===== config.mk =====
export PLATFORM = sky130hd
export DESIGN_NAME = nfhp_host
export DESIGN_NICKNAME = d
export VERILOG_FILES = /design/src/nfhp_pkg.sv /design/src/nfhp_cyc_if.sv /design/src/nfhp_pin_cycle.sv /design/src/nfhp_host.sv
export SDC_FILE = /design/constraint.sdc
export NUM_CORES = 1
export LEC_CHECK = 0
export ABC_AREA = 1
export BUFFER_PORTS_ARGS = -buffer_cell sky130_fd_sc_hd__buf_2
export CORE_MARGIN = 2
export CORE_UTILIZATION = 24
export CTS_BUF_LIST = sky130_fd_sc_hd__clkbuf_2
export DETAILED_ROUTE_END_ITERATION = 7
export PLACE_DENSITY_LB_ADDON = 0.08
export SYNTH_ARGS = -nofsm -noshare
export SYNTH_HDL_FRONTEND = slang
export SYNTH_SLANG_ARGS = --single-unit

===== constraint.sdc =====
create_clock -name clk_i -period 15.1 [get_ports clk_i]
set_input_delay 3.02 -clock clk_i [delete_from_list [all_inputs] [get_ports clk_i]]
set_output_delay 3.02 -clock clk_i [all_outputs]
set_load 0.01 [all_outputs]

===== src/nfhp_pkg.sv =====
package nfhp_pkg;
    // ------------------------------------------------------------
    // clock and timing
    // ------------------------------------------------------------
    localparam int CLK_MHZ          = 25;
    localparam int STROBE_LOW_NS    = 40;
    localparam int STROBE_HIGH_NS   = 40;
    localparam int STROBE_LOW_CYC   = (STROBE_LOW_NS * CLK_MHZ + 999) / 1000;
    localparam int STROBE_HIGH_CYC  = (STROBE_HIGH_NS * CLK_MHZ + 999) / 1000;
    localparam int WB_NS            = 100;
    localparam int WB_CYC           = (WB_NS * CLK_MHZ + 999) / 1000;
    localparam int PAGE_LOAD_TIME_US = 25;
    localparam int PAGE_LOAD_CYC    = PAGE_LOAD_TIME_US * CLK_MHZ;
    localparam int RESET_ERASE_US   = 500;
    localparam int RESET_ERASE_CYC  = RESET_ERASE_US * CLK_MHZ;
    // ------------------------------------------------------------
    // geometry
    // ------------------------------------------------------------
    localparam int PAGE_BYTES       = 528;
    localparam int MAIN_BYTES       = 512;
    localparam int SPARE_BYTES      = 16;
    localparam int PAGES_PER_BLOCK  = 32;
    localparam int BLOCKS           = 4096;
    localparam int ADDR_CYCLES      = 4;
    localparam int MAX_PROGRAMS     = 3;
    // ------------------------------------------------------------
    // commands
    // ------------------------------------------------------------
    localparam logic [7:0] CMD_READ_LO   = 8'h00;
    localparam logic [7:0] CMD_READ_HI   = 8'h01;
    localparam logic [7:0] CMD_READ_SP   = 8'h50;
    localparam logic [7:0] CMD_DATA_IN   = 8'h80;
    localparam logic [7:0] CMD_PROGRAM   = 8'h10;
    localparam logic [7:0] CMD_ERASE_SET = 8'h60;
    localparam logic [7:0] CMD_ERASE_GO  = 8'hd0;
    localparam logic [7:0] CMD_STATUS    = 8'h70;
    localparam logic [7:0] CMD_RESET     = 8'hff;
    // ------------------------------------------------------------
    // status byte fields
    // ------------------------------------------------------------
    localparam int ST_FAIL_BIT  = 0;
    localparam int ST_READY_BIT = 6;
    localparam int ST_NOWP_BIT  = 7;
    // ------------------------------------------------------------
    // user-side operation codes and internal bus cycle kinds
    // ------------------------------------------------------------
    typedef enum logic [2:0] {
        NFHP_OP_READ,
        NFHP_OP_PROGRAM,
        NFHP_OP_ERASE,
        NFHP_OP_STATUS,
        NFHP_OP_RESET
    } nfhp_op_t;
    typedef enum logic [1:0] {
        NFHP_CYC_CMD,
        NFHP_CYC_ADDR,
        NFHP_CYC_DIN,
        NFHP_CYC_DOUT
    } nfhp_cyc_t;
endpackage


===== src/nfhp_cyc_if.sv =====
interface nfhp_cyc_if;
    import nfhp_pkg::*;
    logic       start;
    nfhp_cyc_t  kind;
    logic [7:0] wdata;
    logic       done;
    logic [7:0] rdata;
    modport seq (output start, output kind, output wdata, input done, input rdata);
    modport pin (input start, input kind, input wdata, output done, output rdata);
endinterface


===== src/nfhp_pin_cycle.sv =====
module nfhp_pin_cycle
    import nfhp_pkg::*;
(
    input  wire logic       clk_i,
    input  wire logic       rst_i,
    nfhp_cyc_if.pin         cyc,
    input  wire logic [7:0] byte_port_in_i,
    output logic [7:0]      byte_port_out_o,
    output logic            byte_port_oe_n_o,
    output logic            cmd_latch_o,
    output logic            addr_latch_o,
    output logic            write_strobe_n_o,
    output logic            read_strobe_n_o
);
    // ------------------------------------------------------------
    // one bus cycle: strobe low phase, then high phase
    // ------------------------------------------------------------
    typedef enum logic [1:0] {PC_IDLE, PC_LOW, PC_HIGH} nfhp_pc_t;
    localparam int CW = 4;
    nfhp_pc_t        st_q, st_d;
    logic [CW-1:0]   cnt_q, cnt_d;
    nfhp_cyc_t       kind_q, kind_d;
    logic [7:0]      wd_q, wd_d, rd_q, rd_d;
    logic [7:0]      s1_q, s2_q, s3_q;

    // pin data comes from outside our clock: three stages, agree of last two
    always_ff @(posedge clk_i or posedge rst_i) begin
        if (rst_i) begin
            s1_q <= 8'h00;
            s2_q <= 8'h00;
            s3_q <= 8'h00;
        end else begin
            s1_q <= byte_port_in_i;
            s2_q <= s1_q;
            s3_q <= s2_q;
        end
    end

    always_comb begin
        st_d   = st_q;
        cnt_d  = cnt_q;
        kind_d = kind_q;
        wd_d   = wd_q;
        rd_d   = rd_q;
        cyc.done = 1'b0;
        unique case (st_q)
            PC_IDLE: begin
                if (cyc.start) begin
                    st_d   = PC_LOW;
                    kind_d = cyc.kind;
                    wd_d   = cyc.wdata;
                    cnt_d  = CW'(STROBE_LOW_CYC + 2);
                end
            end
            PC_LOW: begin
                if (cnt_q == '0) begin
                    // sample late in the low phase, after access time and sync delay
                    if (s2_q == s3_q) begin
                        rd_d = s3_q;
                    end
                    st_d  = PC_HIGH;
                    cnt_d = CW'(STROBE_HIGH_CYC);
                end else begin
                    cnt_d = cnt_q - 1'b1;
                end
            end
            PC_HIGH: begin
                if (cnt_q == '0) begin
                    st_d     = PC_IDLE;
                    cyc.done = 1'b1;
                end else begin
                    cnt_d = cnt_q - 1'b1;
                end
            end
        endcase
    end

    always_ff @(posedge clk_i or posedge rst_i) begin
        if (rst_i) begin
            st_q   <= PC_IDLE;
            cnt_q  <= '0;
            kind_q <= NFHP_CYC_CMD;
            wd_q   <= 8'h00;
            rd_q   <= 8'h00;
        end else begin
            st_q   <= st_d;
            cnt_q  <= cnt_d;
            kind_q <= kind_d;
            wd_q   <= wd_d;
            rd_q   <= rd_d;
        end
    end

    wire active = (st_q != PC_IDLE);
    wire is_rd  = (kind_q == NFHP_CYC_DOUT);
    assign cyc.rdata        = rd_q;
    assign byte_port_out_o  = wd_q;
    // latches stay up across the whole write so the rising edge sees them
    assign cmd_latch_o      = active && kind_q == NFHP_CYC_CMD;
    assign addr_latch_o     = active && kind_q == NFHP_CYC_ADDR;
    assign write_strobe_n_o = !(st_q == PC_LOW && !is_rd);
    // falling edge of read strobe fetches the next byte
    assign read_strobe_n_o  = !(st_q == PC_LOW && is_rd);
    assign byte_port_oe_n_o = !(active && !is_rd);

    chk_read_no_drive : assert property (@(posedge clk_i) disable iff (rst_i)
        !read_strobe_n_o |-> byte_port_oe_n_o) else $error("host drives bus during read");
    chk_strobe_width : assert property (@(posedge clk_i) disable iff (rst_i)
        $fell(write_strobe_n_o) |-> !write_strobe_n_o [*3]) else $error("write strobe too short");
endmodule


===== src/nfhp_host.sv =====
module nfhp_host
    import nfhp_pkg::*;
#(
    parameter int BUSY_TIMEOUT_CYC = RESET_ERASE_CYC * 20
) (
    input  wire logic        clk_i,
    input  wire logic        rst_i,
    input  wire logic        req_valid_i,
    output logic             req_ready_o,
    input  wire nfhp_op_t    req_op_i,
    input  wire logic [1:0]  req_area_i,
    input  wire logic [25:0] req_addr_i,
    input  wire logic [9:0]  req_len_i,
    output logic             wr_ready_o,
    input  wire logic [7:0]  wr_data_i,
    output logic             rd_valid_o,
    output logic [7:0]       rd_data_o,
    output logic             done_o,
    output logic             fail_o,
    output logic             guard_block_o,
    input  wire logic        write_guard_en_i,
    output logic             chip_select_n_o,
    output logic             write_guard_n_o,
    output logic             cmd_latch_o,
    output logic             addr_latch_o,
    output logic             write_strobe_n_o,
    output logic             read_strobe_n_o,
    input  wire logic [7:0]  byte_port_in_i,
    output logic [7:0]       byte_port_out_o,
    output logic             byte_port_oe_n_o,
    input  wire logic        ready_busy_n_i
);
    // ------------------------------------------------------------
    // sequencer
    // ------------------------------------------------------------
    typedef enum logic [3:0] {
        S_IDLE, S_CMD1, S_ADDR, S_WDATA, S_CMD2, S_WAITB, S_BUSY,
        S_STCMD, S_STRD, S_RDATA, S_DONE
    } nfhp_st_t;

    nfhp_cyc_if cyc ();
    nfhp_st_t       st_q, st_d;
    nfhp_op_t       op_q, op_d;
    logic [1:0]     area_q, area_d;
    logic [25:0]    addr_q, addr_d;
    logic [9:0]     len_q, len_d;
    logic [1:0]     acnt_q, acnt_d;
    logic [31:0]    tcnt_q, tcnt_d;
    logic           issued_q, issued_d;
    logic           fail_q, fail_d;
    logic [7:0]     rdat_q, rdat_d;
    logic           rdv_q, rdv_d;
    logic           done_q, done_d;
    logic           rb1_q, rb2_q, rb3_q, rb_q;

    nfhp_pin_cycle u_pin (
        .clk_i            (clk_i),
        .rst_i            (rst_i),
        .cyc              (cyc.pin),
        .byte_port_in_i   (byte_port_in_i),
        .byte_port_out_o  (byte_port_out_o),
        .byte_port_oe_n_o (byte_port_oe_n_o),
        .cmd_latch_o      (cmd_latch_o),
        .addr_latch_o     (addr_latch_o),
        .write_strobe_n_o (write_strobe_n_o),
        .read_strobe_n_o  (read_strobe_n_o)
    );

    // ready_busy_n is a pin: three stages, change taken when last two agree
    always_ff @(posedge clk_i or posedge rst_i) begin
        if (rst_i) begin
            rb1_q <= 1'b1;
            rb2_q <= 1'b1;
            rb3_q <= 1'b1;
            rb_q  <= 1'b1;
        end else begin
            rb1_q <= ready_busy_n_i;
            rb2_q <= rb1_q;
            rb3_q <= rb2_q;
            if (rb2_q == rb3_q) begin
                rb_q <= rb3_q;
            end
        end
    end

    function automatic logic [7:0] read_cmd(input logic [1:0] area);
        return (area == 2'd2) ? CMD_READ_SP : (area == 2'd1) ? CMD_READ_HI : CMD_READ_LO;
    endfunction

    function automatic logic [7:0] addr_byte(input logic [25:0] a, input logic [1:0] i);
        // half page select bit is never sent; upper bits of the last byte are zero
        // rows map onto 32-page blocks of the 4096-block array
        unique case (i)
            2'd0:    return a[7:0];
            2'd1:    return a[16:9];
            2'd2:    return a[24:17];
            default: return {7'h00, a[25]};
        endcase
    endfunction

    wire blocked = !write_guard_en_i && (req_op_i == NFHP_OP_PROGRAM || req_op_i == NFHP_OP_ERASE);

    always_comb begin
        st_d = st_q; op_d = op_q; area_d = area_q; addr_d = addr_q; len_d = len_q;
        acnt_d = acnt_q; tcnt_d = tcnt_q; issued_d = 1'b0; fail_d = fail_q;
        rdat_d = rdat_q; rdv_d = 1'b0; done_d = 1'b0;
        cyc.start = 1'b0; cyc.kind = NFHP_CYC_CMD; cyc.wdata = 8'h00;
        wr_ready_o = 1'b0;
        unique case (st_q)
            S_IDLE: begin
                if (req_valid_i && !blocked) begin
                    op_d = req_op_i; area_d = req_area_i; addr_d = req_addr_i;
                    len_d = req_len_i; acnt_d = 2'd0; fail_d = 1'b0;
                    st_d = (req_op_i == NFHP_OP_STATUS) ? S_STCMD : S_CMD1;
                end
            end
            S_CMD1: begin
                cyc.start = !issued_q;
                unique case (op_q)
                    NFHP_OP_READ:    cyc.wdata = read_cmd(area_q);
                    NFHP_OP_PROGRAM: cyc.wdata = CMD_DATA_IN;
                    NFHP_OP_ERASE:   cyc.wdata = CMD_ERASE_SET;
                    default:         cyc.wdata = CMD_RESET;
                endcase
                issued_d = !cyc.done;
                if (cyc.done) begin
                    // erase sends only the three row bytes, starting at byte 1
                    acnt_d = (op_q == NFHP_OP_ERASE) ? 2'd1 : 2'd0;
                    st_d   = (op_q == NFHP_OP_RESET) ? S_WAITB : S_ADDR;
                    tcnt_d = WB_CYC;
                end
            end
            S_ADDR: begin
                cyc.start = !issued_q; cyc.kind = NFHP_CYC_ADDR;
                cyc.wdata = addr_byte(addr_q, acnt_q);
                issued_d = !cyc.done;
                if (cyc.done) begin
                    acnt_d = acnt_q + 2'd1;
                    if (acnt_q == 2'(ADDR_CYCLES - 1)) begin
                        tcnt_d = WB_CYC;
                        unique case (op_q)
                            NFHP_OP_PROGRAM: st_d = S_WDATA;
                            NFHP_OP_ERASE:   st_d = S_CMD2;
                            default:         st_d = S_WAITB;
                        endcase
                    end
                end
            end
            S_WDATA: begin
                // page length is the caller's; the device wraps past column 527
                // keeping to three programs per page before an erase is the caller's duty
                wr_ready_o = !issued_q && !cyc.start;
                cyc.start = !issued_q; cyc.kind = NFHP_CYC_DIN; cyc.wdata = wr_data_i;
                issued_d = !cyc.done;
                if (cyc.done) begin
                    len_d = len_q - 10'd1;
                    if (len_q <= 10'd1) st_d = S_CMD2;
                end
            end
            S_CMD2: begin
                cyc.start = !issued_q;
                cyc.wdata = (op_q == NFHP_OP_ERASE) ? CMD_ERASE_GO : CMD_PROGRAM;
                issued_d = !cyc.done;
                if (cyc.done) begin
                    st_d = S_WAITB; tcnt_d = WB_CYC;
                end
            end
            S_WAITB: begin
                // busy may take a while to appear at our sampler
                tcnt_d = tcnt_q - 32'd1;
                if (!rb_q || tcnt_q == 32'd0) begin
                    st_d = S_BUSY; tcnt_d = 32'(BUSY_TIMEOUT_CYC);
                end
            end
            S_BUSY: begin
                // no commands while the device is busy
                // timeout leaves margin over page load and reset recovery
                tcnt_d = tcnt_q - 32'd1;
                if (tcnt_q == 32'd0) begin
                    fail_d = 1'b1; st_d = S_DONE;
                end else if (rb_q) begin
                    unique case (op_q)
                        NFHP_OP_READ:  st_d = S_RDATA;
                        NFHP_OP_RESET: st_d = S_DONE;
                        default:       st_d = S_STCMD;
                    endcase
                end
            end
            S_STCMD: begin
                cyc.start = !issued_q; cyc.wdata = CMD_STATUS;
                issued_d = !cyc.done;
                if (cyc.done) st_d = S_STRD;
            end
            S_STRD: begin
                cyc.start = !issued_q; cyc.kind = NFHP_CYC_DOUT;
                issued_d = !cyc.done;
                if (cyc.done) begin
                    rdat_d = cyc.rdata; rdv_d = (op_q == NFHP_OP_STATUS);
                    // fail bit only counts when the ready bit is set
                    fail_d = cyc.rdata[ST_READY_BIT] && cyc.rdata[ST_FAIL_BIT];
                    st_d = S_DONE;
                end
            end
            S_RDATA: begin
                cyc.start = !issued_q; cyc.kind = NFHP_CYC_DOUT;
                issued_d = !cyc.done;
                if (cyc.done) begin
                    rdat_d = cyc.rdata; rdv_d = 1'b1; len_d = len_q - 10'd1;
                    if (len_q <= 10'd1) st_d = S_DONE;
                end
            end
            S_DONE: begin
                done_d = 1'b1; st_d = S_IDLE;
            end
            default: st_d = S_IDLE;
        endcase
    end

    always_ff @(posedge clk_i or posedge rst_i) begin
        if (rst_i) begin
            st_q <= S_IDLE; op_q <= NFHP_OP_READ; area_q <= 2'd0; addr_q <= '0;
            len_q <= '0; acnt_q <= '0; tcnt_q <= '0; issued_q <= 1'b0;
            fail_q <= 1'b0; rdat_q <= 8'h00; rdv_q <= 1'b0; done_q <= 1'b0;
        end else begin
            st_q <= st_d; op_q <= op_d; area_q <= area_d; addr_q <= addr_d;
            len_q <= len_d; acnt_q <= acnt_d; tcnt_q <= tcnt_d; issued_q <= issued_d;
            fail_q <= fail_d; rdat_q <= rdat_d; rdv_q <= rdv_d; done_q <= done_d;
        end
    end

    assign req_ready_o     = (st_q == S_IDLE) && !blocked;
    assign guard_block_o   = req_valid_i && blocked && st_q == S_IDLE;
    assign rd_valid_o      = rdv_q;
    assign rd_data_o       = rdat_q;
    assign done_o          = done_q;
    assign fail_o          = fail_q;
    // release select when idle so the device may stand
    assign chip_select_n_o = (st_q == S_IDLE);
    // guard pin is active low: permission drives it high, refusal pulls it low
    assign write_guard_n_o = write_guard_en_i;

    chk_addr_four : assert property (@(posedge clk_i) disable iff (rst_i)
        $rose(addr_latch_o) && acnt_q == 2'd0 |-> ##[1:40] (st_q == S_ADDR && acnt_q == 2'd1))
        else $error("address sequence stalled");
    chk_no_cmd_busy : assert property (@(posedge clk_i) disable iff (rst_i)
        st_q == S_BUSY |-> write_strobe_n_o && read_strobe_n_o) else $error("command while busy");
    chk_guard_block : assert property (@(posedge clk_i) disable iff (rst_i)
        !write_guard_en_i |-> !(st_q == S_CMD2)) else $error("program while guarded");
    chk_fourth_byte : assert property (@(posedge clk_i) disable iff (rst_i)
        addr_latch_o && !write_strobe_n_o && acnt_q == 2'd3 |-> byte_port_out_o[7:1] == 7'h00)
        else $error("byte 4 high bits");
    chk_erase_pair : assert property (@(posedge clk_i) disable iff (rst_i)
        st_q == S_CMD2 && op_q == NFHP_OP_ERASE && !write_strobe_n_o |-> byte_port_out_o == CMD_ERASE_GO)
        else $error("erase confirm");
    chk_prog_pair : assert property (@(posedge clk_i) disable iff (rst_i)
        st_q == S_CMD2 && op_q == NFHP_OP_PROGRAM && !write_strobe_n_o |-> byte_port_out_o == CMD_PROGRAM)
        else $error("program confirm");
    chk_select_busy : assert property (@(posedge clk_i) disable iff (rst_i)
        st_q == S_BUSY |-> !chip_select_n_o) else $error("select dropped while busy");
    chk_read_cmd : assert property (@(posedge clk_i) disable iff (rst_i)
        st_q == S_CMD1 && op_q == NFHP_OP_READ && area_q == 2'd2 && !write_strobe_n_o
        |-> byte_port_out_o == CMD_READ_SP)
        else $error("spare read command");
endmodule


==> results.sh <==
export IMPL_wire_per_inst_um=14.31
export IMPL_start_util_pct=24.21
export IMPL_drcViolationCount=0
export IMPL_wl_um=22010
export IMPL_synth_area_sq_um=7817
export IMPL_gp_congestion=0.7787
export IMPL_antenna_left=0
export IMPL_status="finished clean"
export IMPL_io_buffers=89
export IMPL_synth_edf_count=0
export IMPL_grt_pass1_wl_um=36800
export IMPL_finalCriticalPeriod_ps=6794
export IMPL_synth_common_cells="314 x nand2_1, 138 x dfrtp_1, 113 x nor2_1"
export IMPL_hold_viol_final=0
export IMPL_gr_total_overflow=0
export IMPL_synthArstFlopShare_pct=100.0
export IMPL_fin_crit_sh_pct=44.99
export IMPL_fin_worst_skew_ps=58.17
export IMPL_place_hpwl_um=15830
export IMPL_post_cts_buffers=0
export IMPL_drt_initial_drc_count=345
export IMPL_pin_count=91
export IMPL_crit_chain="buf_2, nor2_1, nand3_1, nor3_1, buf_2"
export IMPL_cellPowerDensity_nw_per_um2=181.1
export IMPL_synth_seq_area_share_pct=45.52
export IMPL_antenna_found_initial=4
export IMPL_core_area_sq_um=32290
export IMPL_ys_types=38
export IMPL_path_max_fanout=4
export IMPL_first_pass_iters=5
export IMPL_peakVddDrop_mv=0.06720
export IMPL_numCtsBuffers=17
export IMPL_synth_ff_latch_count=142
export IMPL_max_stage_delay_ps=190
export IMPL_cap_violations=0
export IMPL_syn_num_nets=1069
export IMPL_root_buffer="clkbuf_2"
export IMPL_synth_top_cell_by_area="dfrtp_1"
export IMPL_tightest_slew_ps=864.1
export IMPL_yosysMostFrequentCell="nand2_1"
export IMPL_p_leak_nw=4.559
export IMPL_cts_buffer_depth=2
export IMPL_crit_top_cell="buf_2"
export IMPL_areaGrowthSynthToFinish_pct=13.96
export IMPL_setup_viol=0
export IMPL_yosys_area_top_type_share_pct=44.17
export IMPL_cts_tree="yes"
export IMPL_synth_area_per_cell_sq_um=7.865
export IMPL_yosys_warnings=0
export IMPL_grt_use_total_pct=14.07
export IMPL_slew_viol_final=0
export IMPL_worstPathArrival_ps=3770
export IMPL_dieArea_sq_um=34030
export IMPL_critPathLaunchType="input pin"
export IMPL_rsz0062_at_grt="no"
export IMPL_whs_ps=366.0
export IMPL_grt_max_degree=85
export IMPL_crit_slowest_cell="nor3_1"
export IMPL_clkLatencyLatePin_ps=810
export IMPL_grt_pass1_vias=6772
export IMPL_drive_gt1_share_pct=16.45
export IMPL_postCtsHoldBufs=0
export IMPL_vias=6542
export IMPL_relSlewSlack_pct=42.25
export IMPL_endpoint_kind="primary output"
export IMPL_criticalPathCategory="input pin to primary output"
export IMPL_cp_data_required_time_ps=12080
export IMPL_fin_setup_tns_ps=0
export IMPL_rows=66
export IMPL_clkTransAtPathRegs_ps=280
export IMPL_syn_inst=994
export IMPL_clock_sinks=142
export IMPL_hold_path_class="register to register"
export IMPL_vias_per_cell=4.254
export IMPL_nets=1156
export IMPL_clock_fmax_mhz=147.2
export IMPL_die_w_um=184.5
export IMPL_post_cts_resized=0
export IMPL_synth_ff_type="dfrtp_1"
export IMPL_htreeDepth=4
export IMPL_synthTopCellsByArea="dfrtp_1 44%, nand2_1 15%, nor2_1 5.4%"
export IMPL_fp_dieH_um=184.5
[registers in the layout (all words and copies together), names as in the netlist, 2 cells and up]
register	cells
u_pin.kind_q	2
rd_data_o	8
acnt_q	2
area_q	2
u_pin.byte_port_out_o	8
u_pin.s1_q	8
addr_q	25
st_q	4
u_pin.s2_q	8
u_pin.cyc.rdata	8
u_pin.cnt_q	4
op_q	3
tcnt_q	32
u_pin.st_q	2
u_pin.s3_q	8
len_q	10
[kinds of logic (layout without fill, tap and decap cells)]
| group | count (synthesis) | after routing | share of synthesized area (%) |
|---|---|---|---|
| xor+xnor | 27 | 27 | 3.025 |
| other cells | 0 | 2 | 0 |
| buf+inv | 124 | 224 | 7.042 |
| fa+ha+maj | 14 | 14 | 2.209 |
| flops | 142 | 142 | 45.52 |
| mux | 26 | 26 | 4.705 |
| simple gates | 563 | 563 | 30.52 |
| compound gates | 98 | 98 | 6.978 |
[metal layers]
layer  wire [um]  track usage [%]  share of wire (%)  up-vias
met3         891            3.359                4.0       17
met1       11020            18.97                 50     3047
met4         257            4.096                1.2        4
met5          14                0              0.064        -
li1            -                -                  -     3375
met2        9825            22.36                 45       99
[power breakdown]
| group | total, mW | switching, mW | internal [mW] | leakage [nW] |
|---|---|---|---|---|
| Combinational | 0.807 | 0.533 | 0.274 | 2.62 |
| Clock | 0.232 | 0.178 | 0.0531 | 0.139 |
| Sequential | 0.575 | 0.0918 | 0.483 | 1.80 |
[per-stage QoR]
stage / total power, mW / area (sq um) / util [%] / setup WS (ps) / cells
after floorplan: 1.185 / 7818 / - / 8277 / 994
after global placement: 1.404 / 8668 / 26.85 / 8300 / 1504
after detailed placement: 1.405 / 8668 / 26.85 / 8317 / 1504
after CTS: 1.647 / 8904 / 27.58 / 8311 / 1536
after global routing: 1.791 / 8909 / 27.59 / 8244 / 1538
final: 1.613 / 8909 / 27.59 / 8306 / 1538
[cells in the final DEF, fill, tap and decap left out, drive strengths merged]
cell      count
a211oi        1
a21oi        15
a22oi         3
a31oi         6
and2          1
buf          90
clkbuf       17
clkinv        6
clkinvlp      2
dfrtp       138
dfstp         4
diode         2
ha           13
inv         109
maj3          1
mux2         26
nand2       322
nand3        81
nand4        27
nor2        122
nor3          9
nor4          1
o211ai        8
o21a          1
o21ai        61
o21bai        3
xnor2         8
xor2         19
[worst max-delay path, delay by kind of cell]
family | cells | cell delay [ps]
AND/OR/NAND/NOR | 3 | 470
buffers and inverters | 2 | 280
[layout make-up]
class,instances,area [sq um]
Tap cell,442,553.0
Timing Repair Buffer,90,452.9
Sequential cell,142,3558
Antenna cell,2,5.005
Fill cell,3605,23380
Clock buffer,17,85.08
Clock inverter,15,150.1
Multi-Input combinational cell,728,3716
Inverter,102,387.9
[final timing paths]
| kind | startpoint | end | slack [ps] | cells past startpoint |
|---|---|---|---|---|
| setup / recovery | req_op_i[2] | guard_block_o | 8310 | 5 |
| hold / removal | rb2_q | rb3_q | 370 | 0 |
| setup reg to reg | u_pin.cnt_q[0] | tcnt_q[17] | 12570 | 9 |
| hold reg to reg | rb2_q | rb3_q | 370 | 0 |
| max in group asynchronous | rst_i | acnt_q[0] | 11470 | 3 |
| min in group asynchronous | rst_i | u_pin.s1_q[6] | 2330 | 2 |
No activity file was read; power rests on OpenSTA's default activity.
